--- config.mk ---
export PLATFORM = sky130hd
export DESIGN_NAME = bmf_port_ctrl
export DESIGN_NICKNAME = d
export VERILOG_FILES = /design/src/verilog/bmf_pkg.sv /design/src/verilog/bmf_sync_if.sv /design/src/verilog/bmf_pin_sync.sv /design/src/verilog/bmf_port_ctrl.sv
export VERILOG_INCLUDE_DIRS = /design/src /design/src/verilog
export SDC_FILE = /design/constraint.sdc
export NUM_CORES = 1
export LEC_CHECK = 0
export ABC_AREA = 0
export BUFFER_PORTS_ARGS = -buffer_cell sky130_fd_sc_hd__buf_4
export CAP_MARGIN = 30
export CORE_ASPECT_RATIO = 1.1
export CORE_UTILIZATION = 40
export DETAILED_ROUTE_END_ITERATION = 16
export MAX_ROUTING_LAYER = met4
export PLACE_DENSITY_LB_ADDON = 0.2
export SLEW_MARGIN = 0
export SYNTH_ARGS = -nofsm -noshare
export SYNTH_HDL_FRONTEND = slang
export SYNTH_SLANG_ARGS = --single-unit
--- constraint.sdc ---
create_clock -name sys_clk_i -period 2.4 [get_ports sys_clk_i]
set_input_delay 0.12 -clock sys_clk_i [delete_from_list [all_inputs] [get_ports sys_clk_i]]
set_output_delay 0.12 -clock sys_clk_i [all_outputs]
set_load 0.01 [all_outputs]
--- src/verilog/bmf_params.svh ---
// Constants of the FIFO port controller.
`ifndef BMF_PARAMS_SVH
`define BMF_PARAMS_SVH

// Register byte offsets on the APB side.
`define BMF_OFF_CTRL      8'h00
`define BMF_OFF_CMD       8'h04
`define BMF_OFF_WDATA_LO  8'h08
`define BMF_OFF_WDATA_HI  8'h0c
`define BMF_OFF_RDATA_LO  8'h10
`define BMF_OFF_RDATA_HI  8'h14
`define BMF_OFF_SERIAL    8'h18
`define BMF_OFF_STATUS    8'h1c

// Control register fields.
`define BMF_CTRL_FS0      0
`define BMF_CTRL_FS1      1
`define BMF_CTRL_SPM_N    2
`define BMF_CTRL_BIG_END  3
`define BMF_CTRL_FWFT     4
`define BMF_CTRL_BM       5
`define BMF_CTRL_SIZE     6
`define BMF_CTRL_W        7
`define BMF_CTRL_RESET    7'h04

// Command register fields.
`define BMF_CMD_OP_LSB    0
`define BMF_CMD_OP_MSB    2
`define BMF_CMD_MBX       3

// Status register fields.
`define BMF_ST_BUSY       0
`define BMF_ST_REFUSED    1
`define BMF_ST_SPACE      2
`define BMF_ST_DATA       3
`define BMF_ST_MAIL1_N    4
`define BMF_ST_MAIL2_N    5

// Device geometry and timing.
`define BMF_DATA_W        36
`define BMF_DEPTH_DEFAULT 1024
`define BMF_SER_BITS_256  16
`define BMF_SER_BITS_512  18
`define BMF_SER_BITS_1024 20
`define BMF_RESET_EDGES   4
`define BMF_SYS_PERIOD_NS 10
`define BMF_PORT_HALF_NS  40
`define BMF_CLK_HALF_CYC  (`BMF_PORT_HALF_NS / `BMF_SYS_PERIOD_NS)
`define BMF_SYNC_W        76

`endif

--- src/verilog/bmf_pkg.sv ---
// Types shared by the port controller.
`include "bmf_params.svh"

package bmf_pkg;

   typedef enum logic [2:0] {
      OP_NONE = 3'h0,
      OP_MRST = 3'h1,
      OP_PRST = 3'h2,
      OP_AWR  = 3'h3,
      OP_ARD  = 3'h4,
      OP_BWR  = 3'h5,
      OP_BRD  = 3'h6,
      OP_SER  = 3'h7
   } bmf_op_e;

   typedef enum logic [2:0] {
      ST_IDLE    = 3'h0,
      ST_RESET   = 3'h1,
      ST_RELEASE = 3'h2,
      ST_XFER    = 3'h3,
      ST_WAIT    = 3'h4,
      ST_SERIAL  = 3'h5
   } bmf_state_e;

   function automatic int unsigned bmf_serial_bits(input int unsigned depth);
      if (depth == 1024) begin
         return `BMF_SER_BITS_1024;
      end
      if (depth == 512) begin
         return `BMF_SER_BITS_512;
      end
      return `BMF_SER_BITS_256;
   endfunction : bmf_serial_bits

endpackage : bmf_pkg

--- src/verilog/bmf_sync_if.sv ---
// Carrier between the pin synchroniser and the controller.
`timescale 1ns/1ns
`default_nettype none

interface bmf_sync_if #(parameter int unsigned W = 76);
   logic [W-1:0] raw;
   logic [W-1:0] clean;
   modport sync (input raw, output clean);
   modport user (output raw, input clean);
endinterface : bmf_sync_if

`default_nettype wire
--- src/verilog/bmf_pin_sync.sv ---
// Three-stage synchroniser for device pins with an agreement filter.
`timescale 1ns/1ns
`default_nettype none

module bmf_pin_sync
   import bmf_pkg::*;
(
   input  wire logic sys_clk_i,
   input  wire logic rst_n_i,
   bmf_sync_if.sync  sif
);
   localparam int unsigned W = $bits(sif.raw);

   logic [W-1:0] s1_q;
   logic [W-1:0] s2_q;
   logic [W-1:0] s3_q;
   logic [W-1:0] clean_q;

   // Only stages two and three feed the filter.
   always_ff @(posedge sys_clk_i) begin
      if (!rst_n_i) begin
         s1_q    <= '0;
         s2_q    <= '0;
         s3_q    <= '0;
         clean_q <= '0;
      end else begin
         s1_q    <= sif.raw;
         s2_q    <= s1_q;
         s3_q    <= s2_q;
         clean_q <= (s2_q & s3_q) | (clean_q & (s2_q ^ s3_q));
      end
   end

   assign sif.clean = clean_q;

endmodule : bmf_pin_sync

`default_nettype wire

--- src/verilog/bmf_port_ctrl.sv ---
// Design decisions made here: the register addresses and the APB slave port.
`timescale 1ns/1ns
`default_nettype none

module bmf_port_ctrl
   import bmf_pkg::*;
#(
   parameter int unsigned FIFO_DEPTH = `BMF_DEPTH_DEFAULT,
   parameter int unsigned CLK_HALF   = `BMF_CLK_HALF_CYC
)
(
   input  wire logic        sys_clk_i,
   input  wire logic        rst_n_i,
   input  wire logic        psel_i,
   input  wire logic        penable_i,
   input  wire logic        pwrite_i,
   input  wire logic [7:0]  paddr_i,
   input  wire logic [31:0] pwdata_i,
   output var  logic [31:0] prdata_o,
   output var  logic        pready_o,
   output var  logic        pslverr_o,
   output var  logic        port_a_clock_o,
   output var  logic        port_b_clock_o,
   output var  logic        port_a_transfer_gate_o,
   output var  logic        port_b_transfer_gate_o,
   output var  logic        port_a_direction_o,
   output var  logic        port_b_direction_o,
   output var  logic        port_a_mailbox_select_o,
   output var  logic        port_b_mailbox_select_o,
   output var  logic        master_reset_one_n_o,
   output var  logic        master_reset_two_n_o,
   output var  logic        partial_flush_reset_n_o,
   output var  logic        offset_sel1_serial_load_gate_o,
   output var  logic        offset_sel0_serial_bit_in_o,
   output var  logic        serial_program_select_n_o,
   output var  logic        endian_or_fall_through_select_o,
   output var  logic        read_bus_match_enable_o,
   output var  logic        port_b_byte_size_o,
   output var  logic [35:0] port_a_data_o,
   output var  logic        port_a_data_oe_o,
   input  wire logic [35:0] port_a_data_i,
   output var  logic [35:0] port_b_data_o,
   output var  logic        port_b_data_oe_o,
   input  wire logic [35:0] port_b_data_i,
   input  wire logic        full_or_input_ready_flag_i,
   input  wire logic        empty_or_output_ready_flag_i,
   input  wire logic        mail_one_full_flag_n_i,
   input  wire logic        mail_two_full_flag_n_i
);

   localparam int unsigned SER_BITS = bmf_serial_bits(FIFO_DEPTH);
   localparam logic [7:0]  HALF_M1  = 8'(CLK_HALF - 1);
   localparam logic [4:0]  SER_LAST = 5'(SER_BITS - 1);
   localparam logic [4:0]  RST_LAST = 5'(`BMF_RESET_EDGES - 1);

   // Reads need a half period of at least four cycles for the synchroniser to settle.
   if (CLK_HALF < 4 || CLK_HALF > 256) begin : g_bad_half
      $error("CLK_HALF must lie between 4 and 256");
   end
   if (FIFO_DEPTH != 256 && FIFO_DEPTH != 512 && FIFO_DEPTH != 1024) begin : g_bad_depth
      $error("FIFO_DEPTH must be 256, 512 or 1024");
   end

   ////////////////////////////////////////////////////////////////////////////////////////////////
   // Port clock divider; both port clocks are coincident.

   logic [7:0] div_q;
   logic       clk_q;
   logic       fall_evt;

   assign fall_evt = (div_q == HALF_M1) && clk_q;

   always_ff @(posedge sys_clk_i) begin
      if (!rst_n_i) begin
         div_q <= 8'h00;
         clk_q <= 1'b0;
      end else if (div_q == HALF_M1) begin
         div_q <= 8'h00;
         clk_q <= ~clk_q;
      end else begin
         div_q <= div_q + 8'h01;
      end
   end

   always_ff @(posedge sys_clk_i) begin
      if (!rst_n_i) begin
         port_a_clock_o <= 1'b0;
         port_b_clock_o <= 1'b0;
      end else begin
         port_a_clock_o <= clk_q;
         port_b_clock_o <= clk_q;
      end
   end

   ////////////////////////////////////////////////////////////////////////////////////////////////
   // Pin synchronisation.

   bmf_sync_if #(.W(`BMF_SYNC_W)) sif ();

   assign sif.raw = {mail_two_full_flag_n_i, mail_one_full_flag_n_i, empty_or_output_ready_flag_i,
                     full_or_input_ready_flag_i, port_b_data_i, port_a_data_i};

   bmf_pin_sync u_sync (
      .sys_clk_i (sys_clk_i),
      .rst_n_i   (rst_n_i),
      .sif       (sif)
   );

   logic [35:0] a_data_s;
   logic [35:0] b_data_s;
   logic        space_s;
   logic        data_s;
   logic        mail1_n_s;
   logic        mail2_n_s;

   assign {mail2_n_s, mail1_n_s, data_s, space_s, b_data_s, a_data_s} = sif.clean;

   ////////////////////////////////////////////////////////////////////////////////////////////////
   // APB slave with zero wait states; read data and error are prepared in the setup cycle.

   logic [`BMF_CTRL_W-1:0] ctrl_q;
   logic [35:0]            wdata_q;
   logic [35:0]            rdata_q;
   logic [SER_BITS-1:0]    ser_q;
   logic                   refused_q;
   logic                   pend_q;
   bmf_state_e             state_q;
   logic                   apb_wr;
   logic                   cmd_wr;
   logic                   busy;

   assign apb_wr = psel_i && penable_i && pwrite_i;
   assign cmd_wr = apb_wr && (paddr_i == `BMF_OFF_CMD);
   assign busy   = pend_q || (state_q != ST_IDLE);

   function automatic logic addr_ok(input logic [7:0] a);
      return a[1:0] == 2'b00 && a <= `BMF_OFF_STATUS;
   endfunction : addr_ok

   always_ff @(posedge sys_clk_i) begin
      if (!rst_n_i) begin
         ctrl_q    <= `BMF_CTRL_RESET;
         wdata_q   <= '0;
         ser_q     <= '0;
         prdata_o  <= 32'h0000_0000;
         pready_o  <= 1'b0;
         pslverr_o <= 1'b0;
      end else begin
         pready_o <= 1'b1;
         if (psel_i && !penable_i) begin
            pslverr_o <= !addr_ok(paddr_i);
            prdata_o  <= 32'h0000_0000;
            if (!pwrite_i) begin
               unique case (paddr_i)
                  `BMF_OFF_CTRL:     prdata_o <= 32'(ctrl_q);
                  `BMF_OFF_WDATA_LO: prdata_o <= wdata_q[31:0];
                  `BMF_OFF_WDATA_HI: prdata_o <= 32'(wdata_q[35:32]);
                  `BMF_OFF_RDATA_LO: prdata_o <= rdata_q[31:0];
                  `BMF_OFF_RDATA_HI: prdata_o <= 32'(rdata_q[35:32]);
                  `BMF_OFF_SERIAL:   prdata_o <= 32'(ser_q);
                  `BMF_OFF_STATUS:   prdata_o <= 32'({mail2_n_s, mail1_n_s, data_s, space_s, refused_q, busy});
                  default:           prdata_o <= 32'h0000_0000;
               endcase
            end
         end
         if (apb_wr) begin
            unique case (paddr_i)
               `BMF_OFF_CTRL:     ctrl_q           <= pwdata_i[`BMF_CTRL_W-1:0];
               `BMF_OFF_WDATA_LO: wdata_q[31:0]    <= pwdata_i;
               `BMF_OFF_WDATA_HI: wdata_q[35:32]   <= pwdata_i[3:0];
               `BMF_OFF_SERIAL:   ser_q            <= pwdata_i[SER_BITS-1:0];
               default: ;
            endcase
         end
      end
   end

   ////////////////////////////////////////////////////////////////////////////////////////////////
   // Operation sequencer. Pins change only when the port clock falls, so they are stable at its rise.

   bmf_op_e             op_q;
   logic                mbx_q;
   logic [4:0]          cnt_q;
   logic [SER_BITS-1:0] sh_q;

   always_ff @(posedge sys_clk_i) begin
      if (!rst_n_i) begin
         state_q <= ST_IDLE;
         op_q <= OP_NONE;
         mbx_q <= 1'b0;
         pend_q <= 1'b0;
         refused_q <= 1'b0;
         cnt_q <= 5'h00;
         sh_q <= '0;
         rdata_q <= '0;
         port_a_transfer_gate_o <= 1'b0;
         port_b_transfer_gate_o <= 1'b0;
         port_a_direction_o <= 1'b1;
         port_b_direction_o <= 1'b0;
         port_a_mailbox_select_o <= 1'b0;
         port_b_mailbox_select_o <= 1'b0;
         master_reset_one_n_o <= 1'b1;
         master_reset_two_n_o <= 1'b1;
         partial_flush_reset_n_o <= 1'b1;
         offset_sel1_serial_load_gate_o <= 1'b1;
         offset_sel0_serial_bit_in_o <= 1'b0;
         serial_program_select_n_o <= 1'b1;
         endian_or_fall_through_select_o <= 1'b1;
         read_bus_match_enable_o <= 1'b0;
         port_b_byte_size_o <= 1'b0;
         port_a_data_o <= '0;
         port_a_data_oe_o <= 1'b0;
         port_b_data_o <= '0;
         port_b_data_oe_o <= 1'b0;
      end else begin
         // A command written while busy is dropped and reported.
         if (cmd_wr) begin
            if (busy) begin
               refused_q <= 1'b1;
            end else begin
               pend_q    <= 1'b1;
               op_q      <= bmf_op_e'(pwdata_i[`BMF_CMD_OP_MSB:`BMF_CMD_OP_LSB]);
               mbx_q     <= pwdata_i[`BMF_CMD_MBX];
               refused_q <= 1'b0;
            end
         end
         if (fall_evt) begin
            unique case (state_q)
               ST_IDLE: begin
                  if (pend_q) begin
                     pend_q <= 1'b0;
                     unique case (op_q)
                        OP_MRST: begin
                           master_reset_one_n_o            <= 1'b0;
                           master_reset_two_n_o            <= 1'b0;
                           offset_sel1_serial_load_gate_o  <= ctrl_q[`BMF_CTRL_FS1];
                           offset_sel0_serial_bit_in_o     <= ctrl_q[`BMF_CTRL_FS0];
                           serial_program_select_n_o       <= ctrl_q[`BMF_CTRL_SPM_N];
                           endian_or_fall_through_select_o <= ctrl_q[`BMF_CTRL_BIG_END];
                           read_bus_match_enable_o         <= ctrl_q[`BMF_CTRL_BM];
                           port_b_byte_size_o              <= ctrl_q[`BMF_CTRL_SIZE];
                           cnt_q                           <= 5'h00;
                           state_q                         <= ST_RESET;
                        end
                        OP_PRST: begin
                           partial_flush_reset_n_o <= 1'b0;
                           cnt_q                   <= 5'h00;
                           state_q                 <= ST_RESET;
                        end
                        OP_AWR: begin
                           if (mbx_q ? !mail1_n_s : !space_s) begin
                              refused_q <= 1'b1;
                           end else begin
                              port_a_direction_o      <= 1'b1;
                              port_a_mailbox_select_o <= mbx_q;
                              port_a_transfer_gate_o  <= 1'b1;
                              port_a_data_o           <= wdata_q;
                              port_a_data_oe_o        <= 1'b1;
                              state_q                 <= ST_XFER;
                           end
                        end
                        OP_ARD: begin
                           // Read mail two only when present.
                           if (!mbx_q || mail2_n_s) begin
                              refused_q <= 1'b1;
                           end else begin
                              port_a_direction_o      <= 1'b0;
                              port_a_mailbox_select_o <= 1'b1;
                              port_a_transfer_gate_o  <= 1'b1;
                              state_q                 <= ST_XFER;
                           end
                        end
                        OP_BWR: begin
                           if (!mbx_q || !mail2_n_s) begin
                              refused_q <= 1'b1;
                           end else begin
                              port_b_direction_o      <= 1'b0;
                              port_b_mailbox_select_o <= 1'b1;
                              port_b_transfer_gate_o  <= 1'b1;
                              port_b_data_o           <= wdata_q;
                              port_b_data_oe_o        <= 1'b1;
                              state_q                 <= ST_XFER;
                           end
                        end
                        OP_BRD: begin
                           if (mbx_q ? mail1_n_s : !data_s) begin
                              refused_q <= 1'b1;
                           end else begin
                              port_b_direction_o      <= 1'b1;
                              port_b_mailbox_select_o <= mbx_q;
                              port_b_transfer_gate_o  <= 1'b1;
                              state_q                 <= ST_XFER;
                           end
                        end
                        OP_SER: begin
                           if (serial_program_select_n_o) begin
                              refused_q <= 1'b1;
                           end else begin
                              offset_sel0_serial_bit_in_o    <= ser_q[SER_BITS-1];
                              offset_sel1_serial_load_gate_o <= 1'b0;
                              sh_q                           <= ser_q;
                              cnt_q                          <= 5'h00;
                              state_q                        <= ST_SERIAL;
                           end
                        end
                        default: ;
                     endcase
                  end
               end
               ST_RESET: begin
                  if (cnt_q == RST_LAST) begin
                     master_reset_one_n_o    <= 1'b1;
                     master_reset_two_n_o    <= 1'b1;
                     partial_flush_reset_n_o <= 1'b1;
                     state_q                 <= ST_RELEASE;
                  end else begin
                     cnt_q <= cnt_q + 5'h01;
                  end
               end
               ST_RELEASE: begin
                  endian_or_fall_through_select_o <= !ctrl_q[`BMF_CTRL_FWFT];
                  offset_sel1_serial_load_gate_o  <= 1'b1;
                  offset_sel0_serial_bit_in_o     <= 1'b0;
                  state_q                         <= ST_IDLE;
               end
               ST_XFER: begin
                  port_a_transfer_gate_o <= 1'b0;
                  port_b_transfer_gate_o <= 1'b0;
                  port_a_data_oe_o       <= 1'b0;
                  port_b_data_oe_o       <= 1'b0;
                  if (op_q == OP_ARD || op_q == OP_BRD) begin
                     state_q <= ST_WAIT;
                  end else begin
                     port_a_mailbox_select_o <= 1'b0;
                     port_b_mailbox_select_o <= 1'b0;
                     state_q                 <= ST_IDLE;
                  end
               end
               ST_WAIT: begin
                  // The device output has been stable for a full port period here.
                  rdata_q                 <= (op_q == OP_ARD) ? a_data_s : b_data_s;
                  port_a_direction_o      <= 1'b1;
                  port_b_direction_o      <= 1'b0;
                  port_a_mailbox_select_o <= 1'b0;
                  port_b_mailbox_select_o <= 1'b0;
                  state_q                 <= ST_IDLE;
               end
               ST_SERIAL: begin
                  // Stop after the variant's bit count.
                  if (cnt_q == SER_LAST) begin
                     offset_sel1_serial_load_gate_o <= 1'b1;
                     offset_sel0_serial_bit_in_o    <= 1'b0;
                     state_q                        <= ST_IDLE;
                  end else begin
                     cnt_q                       <= cnt_q + 5'h01;
                     sh_q                        <= sh_q << 1;
                     offset_sel0_serial_bit_in_o <= sh_q[SER_BITS-2];
                  end
               end
               default: state_q <= ST_IDLE;
            endcase
         end
      end
   end

endmodule : bmf_port_ctrl

`default_nettype wire

Yosys cells after proc, flatten, opt, wreduce, memory -nomap -nowiden
Cells that the tools add are included.
{"block": "word_totals", "ff_bits": 568, "input_bits": 121, "out_inout_bits": 125, "word_cells": 252}
{"block": "classes", "n_addsub": 2, "order_cmp": 1, "eq_ne": 46, "n_mux": 97, "bitwise_logic": 9, "n_reduce_logical": 57}
{"op": "case mux 32 bit (7 select lines)", "count": 1}
{"op": "AND 76 bit", "count": 2}
{"op": "2-to-1 mux 19 bit", "count": 4}
{"op": "bitwise OR 76 bit", "count": 1}
{"op": "XOR 76 bit", "count": 1}
{"op": "2-to-1 mux 1 bit", "count": 50}
{"op": "case mux 19 bit (2 select lines)", "count": 1}
{"op": "2-to-1 mux 36 bit", "count": 1}
{"op": "AND reduction 6 bit", "count": 6}
{"op": "AND reduction 5 bit", "count": 7}
{"op": "case mux 1 bit (2 select lines)", "count": 17}
{"op": "equality test 8 x 5 -> 1 bit (second input constant)", "count": 4}
{"op": "2-to-1 mux 32 bit", "count": 1}
{"op": "2-to-1 mux 3 bit", "count": 9}
{"op": "AND reduction 7 bit", "count": 3}
{"op": "2-to-1 mux 5 bit", "count": 4}
{"op": "equality test 3 bit (second input constant)", "count": 6}
{"op": "inequality test 2 bit (second input constant)", "count": 9}
{"op": "case mux 3 bit (6 select lines)", "count": 1}
{"op": "equality test 8 x 4 -> 1 bit (second input constant)", "count": 2}
{"op": "inequality test 3 bit (second input constant)", "count": 5}
{"op": "case mux 5 bit (3 select lines)", "count": 1}
{"op": "equality test 3 x 2 -> 1 bit (second input constant)", "count": 4}
{"op": "case mux 1 bit (3 select lines)", "count": 4}
{"op": "28 further kinds", "count": 68}

Depth between registers and ports, before layout
Gate-level depths: netlist of run 1.
{"block": "logic_depth", "word_depth": 9, "ltp_mapped": 9, "ltp_nobuf": 6}

Cells and area by module
Synthesis of run 1 repeated with hierarchy kept, for this count alone.
{"block": "hier_totals", "cells_unflattened": 2162, "area_unflattened_um2": 20631.0}
{"mod": "bmf_port_ctrl", "n_inst": 1, "cells_each": 1369, "area_each_um2": 11055.6, "seq_area_each_um2": 5285.1}
{"mod": "bmf_pin_sync", "n_inst": 1, "cells_each": 793, "area_each_um2": 9575.4, "seq_area_each_um2": 6085.8}

Worst setup path before layout of run 1
Ideal clock, no wire load.
{"block": "synth_path", "kind": "reg-to-reg", "from": "register div_q[0]", "to": "register cnt_q[3]", "setup_time_ps": 117, "arrival_ps": 2213, "t_required_ps": 2283, "path_slack_ps": 70, "path_stages_with_launch": 8, "n_path_buf": 1, "period_less_slack_ps": 2330, "path_cell_list": "dfxtp_1 ha_1 or4b_1 or2_1 buf_6 a2111oi_4 o21ai_1 a32o_2"}
{"block": "synth_between", "elab_chain_len": 3}
{"item": "start: declaration", "line_no": "bmf_port_ctrl.sv:67", "rtl": "logic [7:0] div_q;"}
{"item": "start signal: assignment", "line_no": "bmf_port_ctrl.sv:81", "rtl": "div_q <= div_q + 8'h01;"}
{"item": "equality test 8 x 2 -> 1 bit", "line_no": "bmf_port_ctrl.sv:71", "rtl": "assign fall_evt = (div_q == HALF_M1) && clk_q;"}
{"item": "logical AND 1 bit", "line_no": "bmf_port_ctrl.sv:71"}
{"item": "AND reduction 7 bit (no line)"}
{"item": "end signal: assignment", "line_no": "bmf_port_ctrl.sv:317", "rtl": "cnt_q <= cnt_q + 5'h01;"}
{"item": "end signal: assignment", "line_no": "bmf_port_ctrl.sv:355", "rtl": "cnt_q <= cnt_q + 5'h01;"}
{"item": "end: declaration", "line_no": "bmf_port_ctrl.sv:183", "rtl": "logic [4:0] cnt_q;"}
No other way between the ends.
A chain may end at the register's enable or synchronous reset.

Final worst setup path of run 1
{"block": "layout_path", "from": "register div_q[1]", "to": "register cnt_q[3]"}
The elaborated chain is that of the path after synthesis.

==> results of run 1 <==
-- through the flow --
stage                     hold WS [ns]  setup WS [ns]  area [sq um]  power (mW)  utilization (%)
final                           0.0735          0.126         27000        19.7             51.7
after global routing            0.0714        0.00512         27000        20.5             51.7
after CTS                       0.0168        0.00982         27000        20.0             51.6
after detailed placement         0.330         0.0228         23800        10.6             45.5
after global placement           0.328          0.160         23800        10.6             45.5
after floorplan                  0.148         0.0697         21200        10.3                -
-- metal layers --
metal	global-route usage [%]	share of wire, %	up-vias
met5	-	0	-
met4	7.01	3.0	0
met3	3.69	4.9	105
met2	29.9	44	362
met1	26.3	48	7424
li1	-	-	7874
-- worst max-delay path, delay by kind of cell (launching register included) --
kind	cells	cell delay, ns
buffers and inverters	1	0.20
DFF	1	0.37
and+or+nand+nor	2	0.72
AOI/OAI and AO/OA	3	0.68
adders and majority gates	1	0.19
-- synthesized netlist by cell type (5+ instances only) --
cell type	number	area, sq um
a22oi_1	30	225
ha_1	78	976
a31oi_1	8	50.1
o31ai_1	6	45.0
nor3b_1	6	45.0
nor3_1	8	40.0
mux2i_1	80	801
nand3_1	56	280
dfxtp_1	568	11400
a22o_1	13	114
o21ai_0	42	210
and2_1	254	1590
nand2_1	319	1200
a21oi_1	91	455
buf_4	10	75.1
nor2b_1	127	795
a21boi_0	49	368
buf_2	16	80.1
xor2_1	5	43.8
clkbuf_1	112	420
and3_1	12	75.1
a21boi_1	61	458
nor2_1	25	93.8
o211a_1	54	541
-- how the worst min path moves through the flow --
| stage | endpoint | depth (start not counted) |
|---|---|---|
| 3_5_place_dp | u_sync.s1_q[51]$_SDFF_PN0_ | 2 |
| 5_1_grt | prdata_o[1]$_SDFFE_PN0P_ | 5 |
| 4_1_cts | prdata_o[1]$_SDFFE_PN0P_ | 5 |
| 2_1_floorplan | pready_o$_DFF_P_ | 0 |
| 3_3_place_gp | u_sync.s1_q[74]$_SDFF_PN0_ | 2 |
| 6_report | prdata_o[1]$_SDFFE_PN0P_ | 5 |
-- power groups by stage --
stage | clock network (mW) | registers (mW) | logic, mW
floorplan | 0 | 9.85 | 0.400
global placement | 0 | 9.87 | 0.709
detailed placement | 0 | 9.87 | 0.720
CTS | 9.48 | 9.66 | 0.876
global route | 9.89 | 9.67 | 0.956
finish | 9.22 | 9.66 | 0.867
-- sequential cells by signal, summed over array words and instances, names as in the netlist, 3 cells and up --
register	flops
cnt_q	5
ctrl_q	7
div_q	8
op_q	3
port_a_data_o	36
port_b_data_o	36
prdata_o	32
rdata_q	36
ser_q	20
sh_q	19
state_q	3
u_sync.s1_q	76
u_sync.s2_q	76
u_sync.s3_q	76
u_sync.sif.clean	76
wdata_q	36
-- cell type report --
type                       count  area, sq um  share of cell area (%)
clock buffer                  85         1720                    6.37
clock inverter                23          283                    1.05
antenna                        1         2.50                 0.00926
multi-input combinational   1409         9210                    34.1
inverter                       4         15.0                  0.0555
sequential                   568        11400                    42.1
timing repair buffer         418         3590                    13.3
tap                          675          845                    3.12
-- kinds of logic (layout without fill, tap and decap cells) --
family | after synthesis | after routing | synth area share [%]
compound gates | 393 | 393 | 13.3
other cells | 0 | 1 | 0
mux | 85 | 85 | 4.26
fa+ha+maj | 78 | 78 | 4.61
simple gates | 844 | 844 | 20.9
flops | 568 | 568 | 53.7
buf+inv | 145 | 530 | 2.88
xor+xnor | 9 | 9 | 0.372
-- repair_timing --
item                                   4_1_cts  5_1_grt
setup endpoints to repair                    0       86
endpoints found under the hold margin      169        0
hold buffers                               116        0
gates resized for setup                      0        1
buffers inserted                             0        3
==> run_summary.xml, run 1 <==
<?xml version="1.0" encoding="UTF-8"?>
<metrics>
  <group name="die">
    <metric name="placement_rows" unit="">88</metric>
    <metric name="die_width" unit="microns">221</metric>
    <metric name="top_level_ports" unit="">246</metric>
    <metric name="design.die.area" unit="sq um">53800</metric>
    <metric name="core_region_area" unit="sq um">52300</metric>
    <metric name="chipHeight" unit="microns">243</metric>
    <metric name="starting_density" unit="%">40.5</metric>
  </group>
  <group name="sta">
    <metric name="setup_viol" unit="">0</metric>
    <metric name="setup_tns" unit="ns">0</metric>
    <metric name="worst-slew-pin-transition" unit="ns">0.839</metric>
    <metric name="final_hold_viol_count" unit="">0</metric>
    <metric name="fin_crit" unit="ns">2.27</metric>
    <metric name="finalCritPeriodShare" unit="%">94.7</metric>
    <metric name="timing.fmax" unit="GHz">0.440</metric>
    <metric name="unrepaired_setup_endpoints_after_global_routing" unit="">false</metric>
    <metric name="total_count_of_max_transition_violations_in_the_final_report" unit="">0</metric>
    <metric name="worst_clock_skew" unit="ns">0.0193</metric>
    <metric name="relSlewSlack" unit="%">44.1</metric>
  </group>
  <group name="setup_path">
    <metric name="worstPathArrival" unit="ns">2.79</metric>
    <metric name="cp-startpoint" unit="">div_q[1]$_SDFF_PP0_</metric>
    <metric name="crit_chain" unit="">ha_1 -&gt; or4b_1 -&gt; or2_1 -&gt; a2111oi_4 -&gt; buf_4 -&gt; o21ai_1 -&gt; a32o_2</metric>
    <metric name="path_max_fanout" unit="">8</metric>
    <metric name="worstSetupPathType" unit="">flip-flop to flip-flop</metric>
    <metric name="worst_r2r_startpoint" unit="">div_q[1]$_SDFF_PP0_</metric>
    <metric name="worst_setup_path_start_kind" unit="">flip-flop</metric>
    <metric name="timing.rr.end" unit="">cnt_q[3]$_SDFFE_PN0P_</metric>
    <metric name="worst_ep_required_time" unit="ns">2.92</metric>
    <metric name="critPathCaptureType" unit="">flip-flop</metric>
    <metric name="critical_path.endpoint" unit="">cnt_q[3]$_SDFFE_PN0P_</metric>
    <metric name="critical_path.slowest_cell" unit="">or4b_1</metric>
    <metric name="rrSetupSlack" unit="ns">0.13</metric>
    <metric name="r2r_cells" unit="">7</metric>
    <metric name="cpPeakStageDelay" unit="ns">0.45</metric>
  </group>
  <group name="synth">
    <metric name="syn-mean-instance-area" unit="sq um">9.97</metric>
    <metric name="syn_area" unit="sq um">21200</metric>
    <metric name="synth_seq_area_share" unit="%">53.7</metric>
    <metric name="synth-edff-count" unit="">0</metric>
    <metric name="async_flop_share" unit="%">0</metric>
    <metric name="number_of_instances_in_the_synthesized_netlist" unit="">2122</metric>
    <metric name="ys.warnings.count" unit="">0</metric>
    <metric name="yosys_most_used_dff" unit="">dfxtp_1</metric>
    <metric name="synth_seq_cells" unit="">568</metric>
    <metric name="postSynthNetCount" unit="">2321</metric>
    <metric name="synth_cell_type_count" unit="">70</metric>
  </group>
  <group name="routing">
    <metric name="antenna_left" unit="">0</metric>
    <metric name="dr_total_vias" unit="">15800</metric>
    <metric name="wl_per_cell" unit="microns">16.4</metric>
    <metric name="remaining_drc_errors" unit="">0</metric>
    <metric name="dr.pass1.iters" unit="">5</metric>
    <metric name="detail_route.wirelength" unit="microns">52200</metric>
    <metric name="number_of_vias_per_cell" unit="">4.95</metric>
    <metric name="detailedRoute.firstIterationViolations" unit="">900</metric>
  </group>
  <group name="pwr">
    <metric name="power.sequential.fraction" unit="%">48.9</metric>
    <metric name="power.share.clock" unit="%">46.7</metric>
    <metric name="comb_power_share" unit="%">4.4</metric>
    <metric name="vdd.ir_drop.worst" unit="mV">0.476</metric>
    <metric name="p_leak" unit="nW">11.4</metric>
    <metric name="switchingPower" unit="mW">4.26</metric>
    <metric name="p_int" unit="mW">15.5</metric>
    <metric name="p_per_area" unit="nW/um^2">730</metric>
    <metric name="power.switching_fraction" unit="%">21.6</metric>
  </group>
  <group name="clock_network">
    <metric name="cts_tree" unit="">yes</metric>
    <metric name="cts_max_path_buffers" unit="">3</metric>
    <metric name="cts.sinks" unit="">568</metric>
    <metric name="tritoncts.num_buffers" unit="">57</metric>
    <metric name="cts_max_level" unit="">2</metric>
    <metric name="insertion_delay" unit="ns">0.63</metric>
    <metric name="path_clk_slew" unit="ns">0.06</metric>
    <metric name="clock-root-buffer" unit="">clkbuf_16</metric>
  </group>
  <group name="run">
    <metric name="drv.max_cap_violation_count" unit="">0</metric>
  </group>
  <group name="placed_design">
    <metric name="placed_instance_count" unit="">2954</metric>
    <metric name="hpwl" unit="microns">35600</metric>
    <metric name="io_buffer_count" unit="">245</metric>
    <metric name="routabilityCongestion" unit="">0.874</metric>
  </group>
  <group name="finish">
    <metric name="fill_cells" unit="">4701</metric>
    <metric name="leading_cell_type_in_the_layout_fill_and_taps_excluded" unit="">dfxtp_1</metric>
    <metric name="finish.cell_count_without_fillers" unit="">3183</metric>
    <metric name="syn2layout_area_growth" unit="%">27.7</metric>
    <metric name="final_cell_mix" unit="">dfxtp_1, nand2_1, buf_4</metric>
    <metric name="share_of_layout_cells_above_drive_strength_1" unit="%">17.0</metric>
    <metric name="nets" unit="">2657</metric>
  </group>
  <group name="global_route">
    <metric name="track_usage" unit="%">19.8</metric>
    <metric name="first_global_vias" unit="">15400</metric>
    <metric name="antenna_found_initial" unit="">1</metric>
    <metric name="grt_max_degree" unit="">146</metric>
    <metric name="global_route.overflow_total" unit="">0</metric>
    <metric name="grt_pass1_wl" unit="microns">83400</metric>
  </group>
  <group name="outcome">
    <metric name="outcome" unit="">complete, no violations</metric>
  </group>
  <group name="worst_hold_path">
    <metric name="hold_class" unit="">input port to flip-flop</metric>
    <metric name="hp-start" unit="">paddr_i[6]</metric>
  </group>
</metrics>
(Power assumes the default switching activity.)
==> run 2, diff against run 1 <==
Settings changed: BUFFER_PORTS_ARGS -buffer_cell sky130_fd_sc_hd__buf_4 to -buffer_cell sky130_fd_sc_hd__buf_2.
==> run_summary.xml, run 2 (synthesized netlist as in run 1, its figures left out) <==
<?xml version="1.0" encoding="UTF-8"?>
<metrics>
  <group name="outcome">
    <metric name="outcome" unit="">complete, no violations</metric>
  </group>
  <group name="routing">
    <metric name="remaining_drc_errors" unit="">0</metric>
    <metric name="dr_total_vias" unit="">15800</metric>
    <metric name="number_of_vias_per_cell" unit="">4.95</metric>
    <metric name="wl_per_cell" unit="microns">16.4</metric>
    <metric name="detailedRoute.firstIterationViolations" unit="">876</metric>
    <metric name="dr.pass1.iters" unit="">7</metric>
    <metric name="detail_route.wirelength" unit="microns">52100</metric>
    <metric name="antenna_left" unit="">0</metric>
  </group>
  <group name="global_route">
    <metric name="global_route.overflow_total" unit="">0</metric>
    <metric name="grt_max_degree" unit="">131</metric>
    <metric name="first_global_vias" unit="">15200</metric>
    <metric name="grt_pass1_wl" unit="microns">82500</metric>
    <metric name="track_usage" unit="%">19.6</metric>
    <metric name="antenna_found_initial" unit="">0</metric>
  </group>
  <group name="run">
    <metric name="drv.max_cap_violation_count" unit="">0</metric>
  </group>
  <group name="pwr">
    <metric name="p_total" unit="mW">19.4</metric>
    <metric name="vdd.ir_drop.worst" unit="mV">0.520</metric>
    <metric name="p_leak" unit="nW">11.3</metric>
    <metric name="p_per_area" unit="nW/um^2">734</metric>
  </group>
  <group name="setup_path">
    <metric name="critical_path.slowest_cell" unit="">or4b_1</metric>
    <metric name="crit_chain" unit="">ha_2 -&gt; or4b_1 -&gt; buf_4 -&gt; nor4_1 -&gt; buf_4 -&gt; nand3_1 -&gt; o2bb2ai_1 -&gt; and2_1</metric>
    <metric name="worst_ep_required_time" unit="ns">2.92</metric>
    <metric name="worst_setup_path_start_kind" unit="">flip-flop</metric>
    <metric name="critPathCaptureType" unit="">flip-flop</metric>
    <metric name="cpPeakStageDelay" unit="ns">0.45</metric>
    <metric name="worst_path_most_repeated_cell" unit="">buf_4</metric>
    <metric name="worst-path-buf-inv" unit="">2</metric>
    <metric name="path_max_fanout" unit="">5</metric>
    <metric name="critical-path-top-delay-family" unit="">simple AND/OR/NAND/NOR gates</metric>
    <metric name="rrSetupSlack" unit="ns">0.12</metric>
    <metric name="worstSetupPathType" unit="">flip-flop to flip-flop</metric>
    <metric name="worstPathArrival" unit="ns">2.80</metric>
  </group>
  <group name="clock_network">
    <metric name="cts.sinks" unit="">568</metric>
    <metric name="cts_tree" unit="">yes</metric>
    <metric name="cts_max_level" unit="">2</metric>
    <metric name="path_clk_slew" unit="ns">0.06</metric>
    <metric name="clock-root-buffer" unit="">clkbuf_16</metric>
    <metric name="cts_max_path_buffers" unit="">3</metric>
    <metric name="insertion_delay" unit="ns">0.62</metric>
    <metric name="tritoncts.num_buffers" unit="">57</metric>
  </group>
  <group name="finish">
    <metric name="leading_cell_type_in_the_layout_fill_and_taps_excluded" unit="">dfxtp_1</metric>
    <metric name="syn2layout_area_growth" unit="%">24.8</metric>
    <metric name="antenna-diode-count" unit="">0</metric>
    <metric name="final_cell_mix" unit="">dfxtp_1, nand2_1, and2_1</metric>
    <metric name="nets" unit="">2665</metric>
    <metric name="share_of_layout_cells_above_drive_strength_1" unit="%">16.8</metric>
  </group>
  <group name="die">
    <metric name="top_level_ports" unit="">246</metric>
    <metric name="placement_rows" unit="">88</metric>
    <metric name="die_width" unit="microns">221</metric>
    <metric name="core_region_area" unit="sq um">52300</metric>
    <metric name="chipHeight" unit="microns">243</metric>
    <metric name="design.die.area" unit="sq um">53800</metric>
    <metric name="starting_density" unit="%">40.5</metric>
  </group>
  <group name="sta">
    <metric name="setup_viol" unit="">0</metric>
    <metric name="unrepaired_setup_endpoints_after_global_routing" unit="">false</metric>
    <metric name="worst-slew-pin-transition" unit="ns">0.819</metric>
    <metric name="finalCritPeriodShare" unit="%">94.8</metric>
    <metric name="worst_clock_skew" unit="ns">0.0261</metric>
    <metric name="postLayoutSetupSlackWorst" unit="ns">0.124</metric>
    <metric name="final_hold_viol_count" unit="">0</metric>
    <metric name="relSlewSlack" unit="%">45.4</metric>
    <metric name="timing.fmax" unit="GHz">0.439</metric>
    <metric name="fin_crit" unit="ns">2.28</metric>
    <metric name="total_count_of_max_transition_violations_in_the_final_report" unit="">0</metric>
    <metric name="setup_tns" unit="ns">0</metric>
  </group>
  <group name="placed_design">
    <metric name="io_buffer_count" unit="">245</metric>
    <metric name="hpwl" unit="microns">35500</metric>
    <metric name="routabilityCongestion" unit="">0.875</metric>
    <metric name="post-place-ws" unit="ns">0.0789</metric>
  </group>
  <group name="worst_hold_path">
    <metric name="hold_class" unit="">input port to flip-flop</metric>
  </group>
</metrics>
[run 2: cell types whose count changed in the layout (fill, tap and decap cells not counted), moves of 2 or more]
cell / delta
clkbuf_8: -5
clkinv_16: -2
dlygate4sd3_1: +6
buf_12: +2
buf_2: +244
buf_4: -244
clkinvlp_4: -2
[run 2: final timing paths]
path	depth (start not counted)	startpoint	to
max reg2reg	8	div_q[1]$_SDFF_PP0_	port_b_transfer_gate_o$_SDFFE_PN0P_
min	3	paddr_i[2]	prdata_o[5]$_SDFFE_PN0P_
max	8	div_q[1]$_SDFF_PP0_	port_b_transfer_gate_o$_SDFFE_PN0P_
min reg2reg	1	u_sync.s1_q[72]$_SDFF_PN0_	u_sync.s2_q[72]$_SDFF_PN0_
[run 2: worst min-delay path, stage by stage]
cell     delay [ns]
buf_2          0.22
a32oi_1        0.21
o21ai_0        0.08
[run 2: final cells by class]
class | instances | area (sq um)
repair buffers | 426 | 3080
multi-input cells | 1409 | 9210
fillers | 4773 | 25900
well taps | 675 | 845
flip-flops and latches | 568 | 11400
clock inverters | 21 | 219
inverters | 4 | 15.0
clock buffers | 82 | 1680
[run 2: per-stage QoR]
step	std cells	hold slack (ns)	util, %	area, sq um
after floorplan	2122	0.148	-	21200
after global placement	2957	0.326	44.4	23200
after detailed placement	2957	0.328	44.4	23200
after CTS	3182	0.0250	50.4	26400
after global routing	3185	0.0928	50.5	26400
final	3185	0.0660	50.5	26400
[run 2: metal layers]
metal  global-route usage [%]  part of all wire [%]
met3                     3.50                   5.1
met5                        -                     0
met4                     6.07                   2.4
met2                     29.8                    44
met1                     26.5                    48
[run 2: what timing repair did]
action / CTS / global route
gates resized for setup: 0 / 1
buffers inserted: 0 / 2
setup endpoints to repair: 0 / 80
endpoints found under the hold margin: 199 / 0
hold buffers: 122 / 0
[run 2: where the power goes]
part           internal [mW]  switching [mW]  total [mW]
sequential              9.60          0.0618        9.66
clock                   5.19            3.72        8.92
combinational          0.418           0.391       0.809
==> run 3, diff against run 2 <==
Settings changed: CTS_BUF_LIST from default to sky130_fd_sc_hd__clkbuf_8 sky130_fd_sc_hd__clkbuf_16.
==> run_summary.xml, run 3 (synthesized netlist as in run 1, its figures left out) <==
<?xml version="1.0" encoding="UTF-8"?>
<metrics>
  <group name="outcome">
    <metric name="outcome" unit="">complete, no violations</metric>
  </group>
  <group name="global_route">
    <metric name="grt_pass1_wl" unit="microns">82500</metric>
    <metric name="grt_max_degree" unit="">131</metric>
    <metric name="global_route.overflow_total" unit="">0</metric>
    <metric name="first_global_vias" unit="">15200</metric>
    <metric name="track_usage" unit="%">19.6</metric>
    <metric name="antenna_found_initial" unit="">0</metric>
  </group>
  <group name="setup_path">
    <metric name="cp-startpoint" unit="">div_q[1]$_SDFF_PP0_</metric>
    <metric name="worst_r2r_startpoint" unit="">div_q[1]$_SDFF_PP0_</metric>
    <metric name="path_max_fanout" unit="">5</metric>
    <metric name="worstPathArrival" unit="ns">2.79</metric>
    <metric name="worstSetupPathType" unit="">flip-flop to flip-flop</metric>
    <metric name="worst_setup_path_start_kind" unit="">flip-flop</metric>
    <metric name="r2r_cells" unit="">8</metric>
    <metric name="worst_ep_required_time" unit="ns">2.92</metric>
    <metric name="rrSetupSlack" unit="ns">0.12</metric>
    <metric name="critPathCaptureType" unit="">flip-flop</metric>
    <metric name="critical_path.endpoint" unit="">port_b_transfer_gate_o$_SDFFE_PN0P_</metric>
    <metric name="timing.rr.end" unit="">port_b_transfer_gate_o$_SDFFE_PN0P_</metric>
  </group>
  <group name="pwr">
    <metric name="power.sequential.fraction" unit="%">50.0</metric>
    <metric name="p_leak" unit="nW">11.3</metric>
    <metric name="comb_power_share" unit="%">4.2</metric>
    <metric name="vdd.ir_drop.worst" unit="mV">0.520</metric>
    <metric name="p_int" unit="mW">15.2</metric>
    <metric name="p_total" unit="mW">19.3</metric>
    <metric name="switchingPower" unit="mW">4.17</metric>
    <metric name="power.share.clock" unit="%">45.9</metric>
    <metric name="p_per_area" unit="nW/um^2">732</metric>
    <metric name="power.switching_fraction" unit="%">21.6</metric>
  </group>
  <group name="clock_network">
    <metric name="cts.sinks" unit="">568</metric>
    <metric name="cts_tree" unit="">yes</metric>
    <metric name="path_clk_slew" unit="ns">0.06</metric>
    <metric name="cts_max_level" unit="">2</metric>
    <metric name="tritoncts.num_buffers" unit="">57</metric>
    <metric name="clock-root-buffer" unit="">clkbuf_16</metric>
    <metric name="cts_max_path_buffers" unit="">3</metric>
    <metric name="insertion_delay" unit="ns">0.62</metric>
  </group>
  <group name="sta">
    <metric name="timing.fmax" unit="GHz">0.439</metric>
    <metric name="worst_clock_skew" unit="ns">0.0242</metric>
    <metric name="final_hold_viol_count" unit="">0</metric>
    <metric name="relSlewSlack" unit="%">44.5</metric>
    <metric name="unrepaired_setup_endpoints_after_global_routing" unit="">false</metric>
    <metric name="setup_tns" unit="ns">0</metric>
    <metric name="setup_viol" unit="">0</metric>
    <metric name="total_count_of_max_transition_violations_in_the_final_report" unit="">0</metric>
    <metric name="worst-slew-pin-transition" unit="ns">0.833</metric>
    <metric name="finalCritPeriodShare" unit="%">94.8</metric>
    <metric name="fin_crit" unit="ns">2.28</metric>
  </group>
  <group name="die">
    <metric name="core_region_area" unit="sq um">52300</metric>
    <metric name="placement_rows" unit="">88</metric>
    <metric name="starting_density" unit="%">40.5</metric>
    <metric name="die_width" unit="microns">221</metric>
    <metric name="chipHeight" unit="microns">243</metric>
    <metric name="design.die.area" unit="sq um">53800</metric>
    <metric name="top_level_ports" unit="">246</metric>
  </group>
  <group name="routing">
    <metric name="dr_total_vias" unit="">15700</metric>
    <metric name="wl_per_cell" unit="microns">16.4</metric>
    <metric name="number_of_vias_per_cell" unit="">4.93</metric>
    <metric name="detail_route.wirelength" unit="microns">52100</metric>
    <metric name="remaining_drc_errors" unit="">0</metric>
    <metric name="detailedRoute.firstIterationViolations" unit="">907</metric>
    <metric name="antenna_left" unit="">0</metric>
    <metric name="dr.pass1.iters" unit="">7</metric>
  </group>
  <group name="placed_design">
    <metric name="io_buffer_count" unit="">245</metric>
    <metric name="placed_instance_count" unit="">2957</metric>
    <metric name="routabilityCongestion" unit="">0.875</metric>
    <metric name="hpwl" unit="microns">35500</metric>
  </group>
  <group name="finish">
    <metric name="syn2layout_area_growth" unit="%">24.8</metric>
    <metric name="nets" unit="">2665</metric>
    <metric name="finish.cell_count_without_fillers" unit="">3185</metric>
    <metric name="antenna-diode-count" unit="">0</metric>
    <metric name="leading_cell_type_in_the_layout_fill_and_taps_excluded" unit="">dfxtp_1</metric>
    <metric name="final_core_utilization" unit="%">50.5</metric>
    <metric name="final_cell_mix" unit="">dfxtp_1, nand2_1, and2_1</metric>
    <metric name="regArea" unit="sq um">11400</metric>
    <metric name="share_of_layout_cells_above_drive_strength_1" unit="%">16.8</metric>
    <metric name="fill_cells" unit="">4773</metric>
    <metric name="multi_input_comb_area" unit="sq um">9210</metric>
  </group>
  <group name="run">
    <metric name="drv.max_cap_violation_count" unit="">0</metric>
  </group>
  <group name="worst_hold_path">
    <metric name="hold_class" unit="">input port to flip-flop</metric>
  </group>
</metrics>
==> run 3: worst min path at each step <==
stage | start | endpoint | slack (ns) | cells past startpoint
2_1_floorplan | rst_n_i | pready_o$_DFF_P_ | 0.15 | 0
3_3_place_gp | port_b_data_i[35] | u_sync.s1_q[71]$_SDFF_PN0_ | 0.33 | 2
3_5_place_dp | port_b_data_i[6] | u_sync.s1_q[42]$_SDFF_PN0_ | 0.33 | 2
4_1_cts | paddr_i[2] | prdata_o[5]$_SDFFE_PN0P_ | 0.03 | 3
5_1_grt | paddr_i[6] | prdata_o[1]$_SDFFE_PN0P_ | 0.09 | 5
6_report | paddr_i[2] | prdata_o[5]$_SDFFE_PN0P_ | 0.07 | 3
==> run 3: worst max-delay path, cell delays in order (launching register included) <==
cell and delay [ns]:
dfxtp_1 0.37, ha_2 0.24, or4b_1 0.45, buf_4 0.16
nor4_1 0.24, buf_4 0.22, nand3_1 0.18, o2bb2ai_1 0.17
and2_1 0.16
==> run 3: power by group through the flow <==
stage                     Sequential, mW  Clock (mW)  Combinational [mW]
after floorplan                     9.85           0               0.400
after global placement              9.87           0               0.660
after detailed placement            9.87           0               0.669
after CTS                           9.66        9.13               0.815
after global routing                9.67        9.53               0.895
final                               9.66        8.87               0.810
==> run 3: cell type report <==
cell class	count	area share [%]
Sequential cell	568	43.0
Inverter	4	0.0568
Clock buffer	72	6.22
Multi-Input combinational cell	1409	34.9
Timing Repair Buffer	426	11.7
Tap cell	675	3.20
Clock inverter	31	0.971
==> run 3: layer usage <==
layer,GRT usage (%),share of wire [%],wire length [microns],up-vias
met1,26.5,48,25100,7359
li1,-,-,-,7883
met2,29.8,44,23100,385
met3,3.50,5.2,2720,86
met4,6.07,2.5,1280,0
met5,-,0,0,-
==> run 3: repair_timing <==
| item | in CTS | in global routing |
|---|---|---|
| hold buffers | 122 | 0 |
| buffers inserted | 0 | 2 |
| endpoints found under the hold margin | 199 | 0 |
| resized for setup | 0 | 1 |
| endpoints found under the setup margin | 0 | 80 |
==> run 3: through the flow <==
step	worst slack, ns	hold slack (ns)	instance area, sq um
2_1_floorplan	0.0697	0.148	21200
3_3_place_gp	0.133	0.326	23200
3_5_place_dp	0.0789	0.328	23200
4_1_cts	0.0529	0.0250	26400
5_1_grt	0.0177	0.0928	26400
6_report	0.124	0.0651	26400
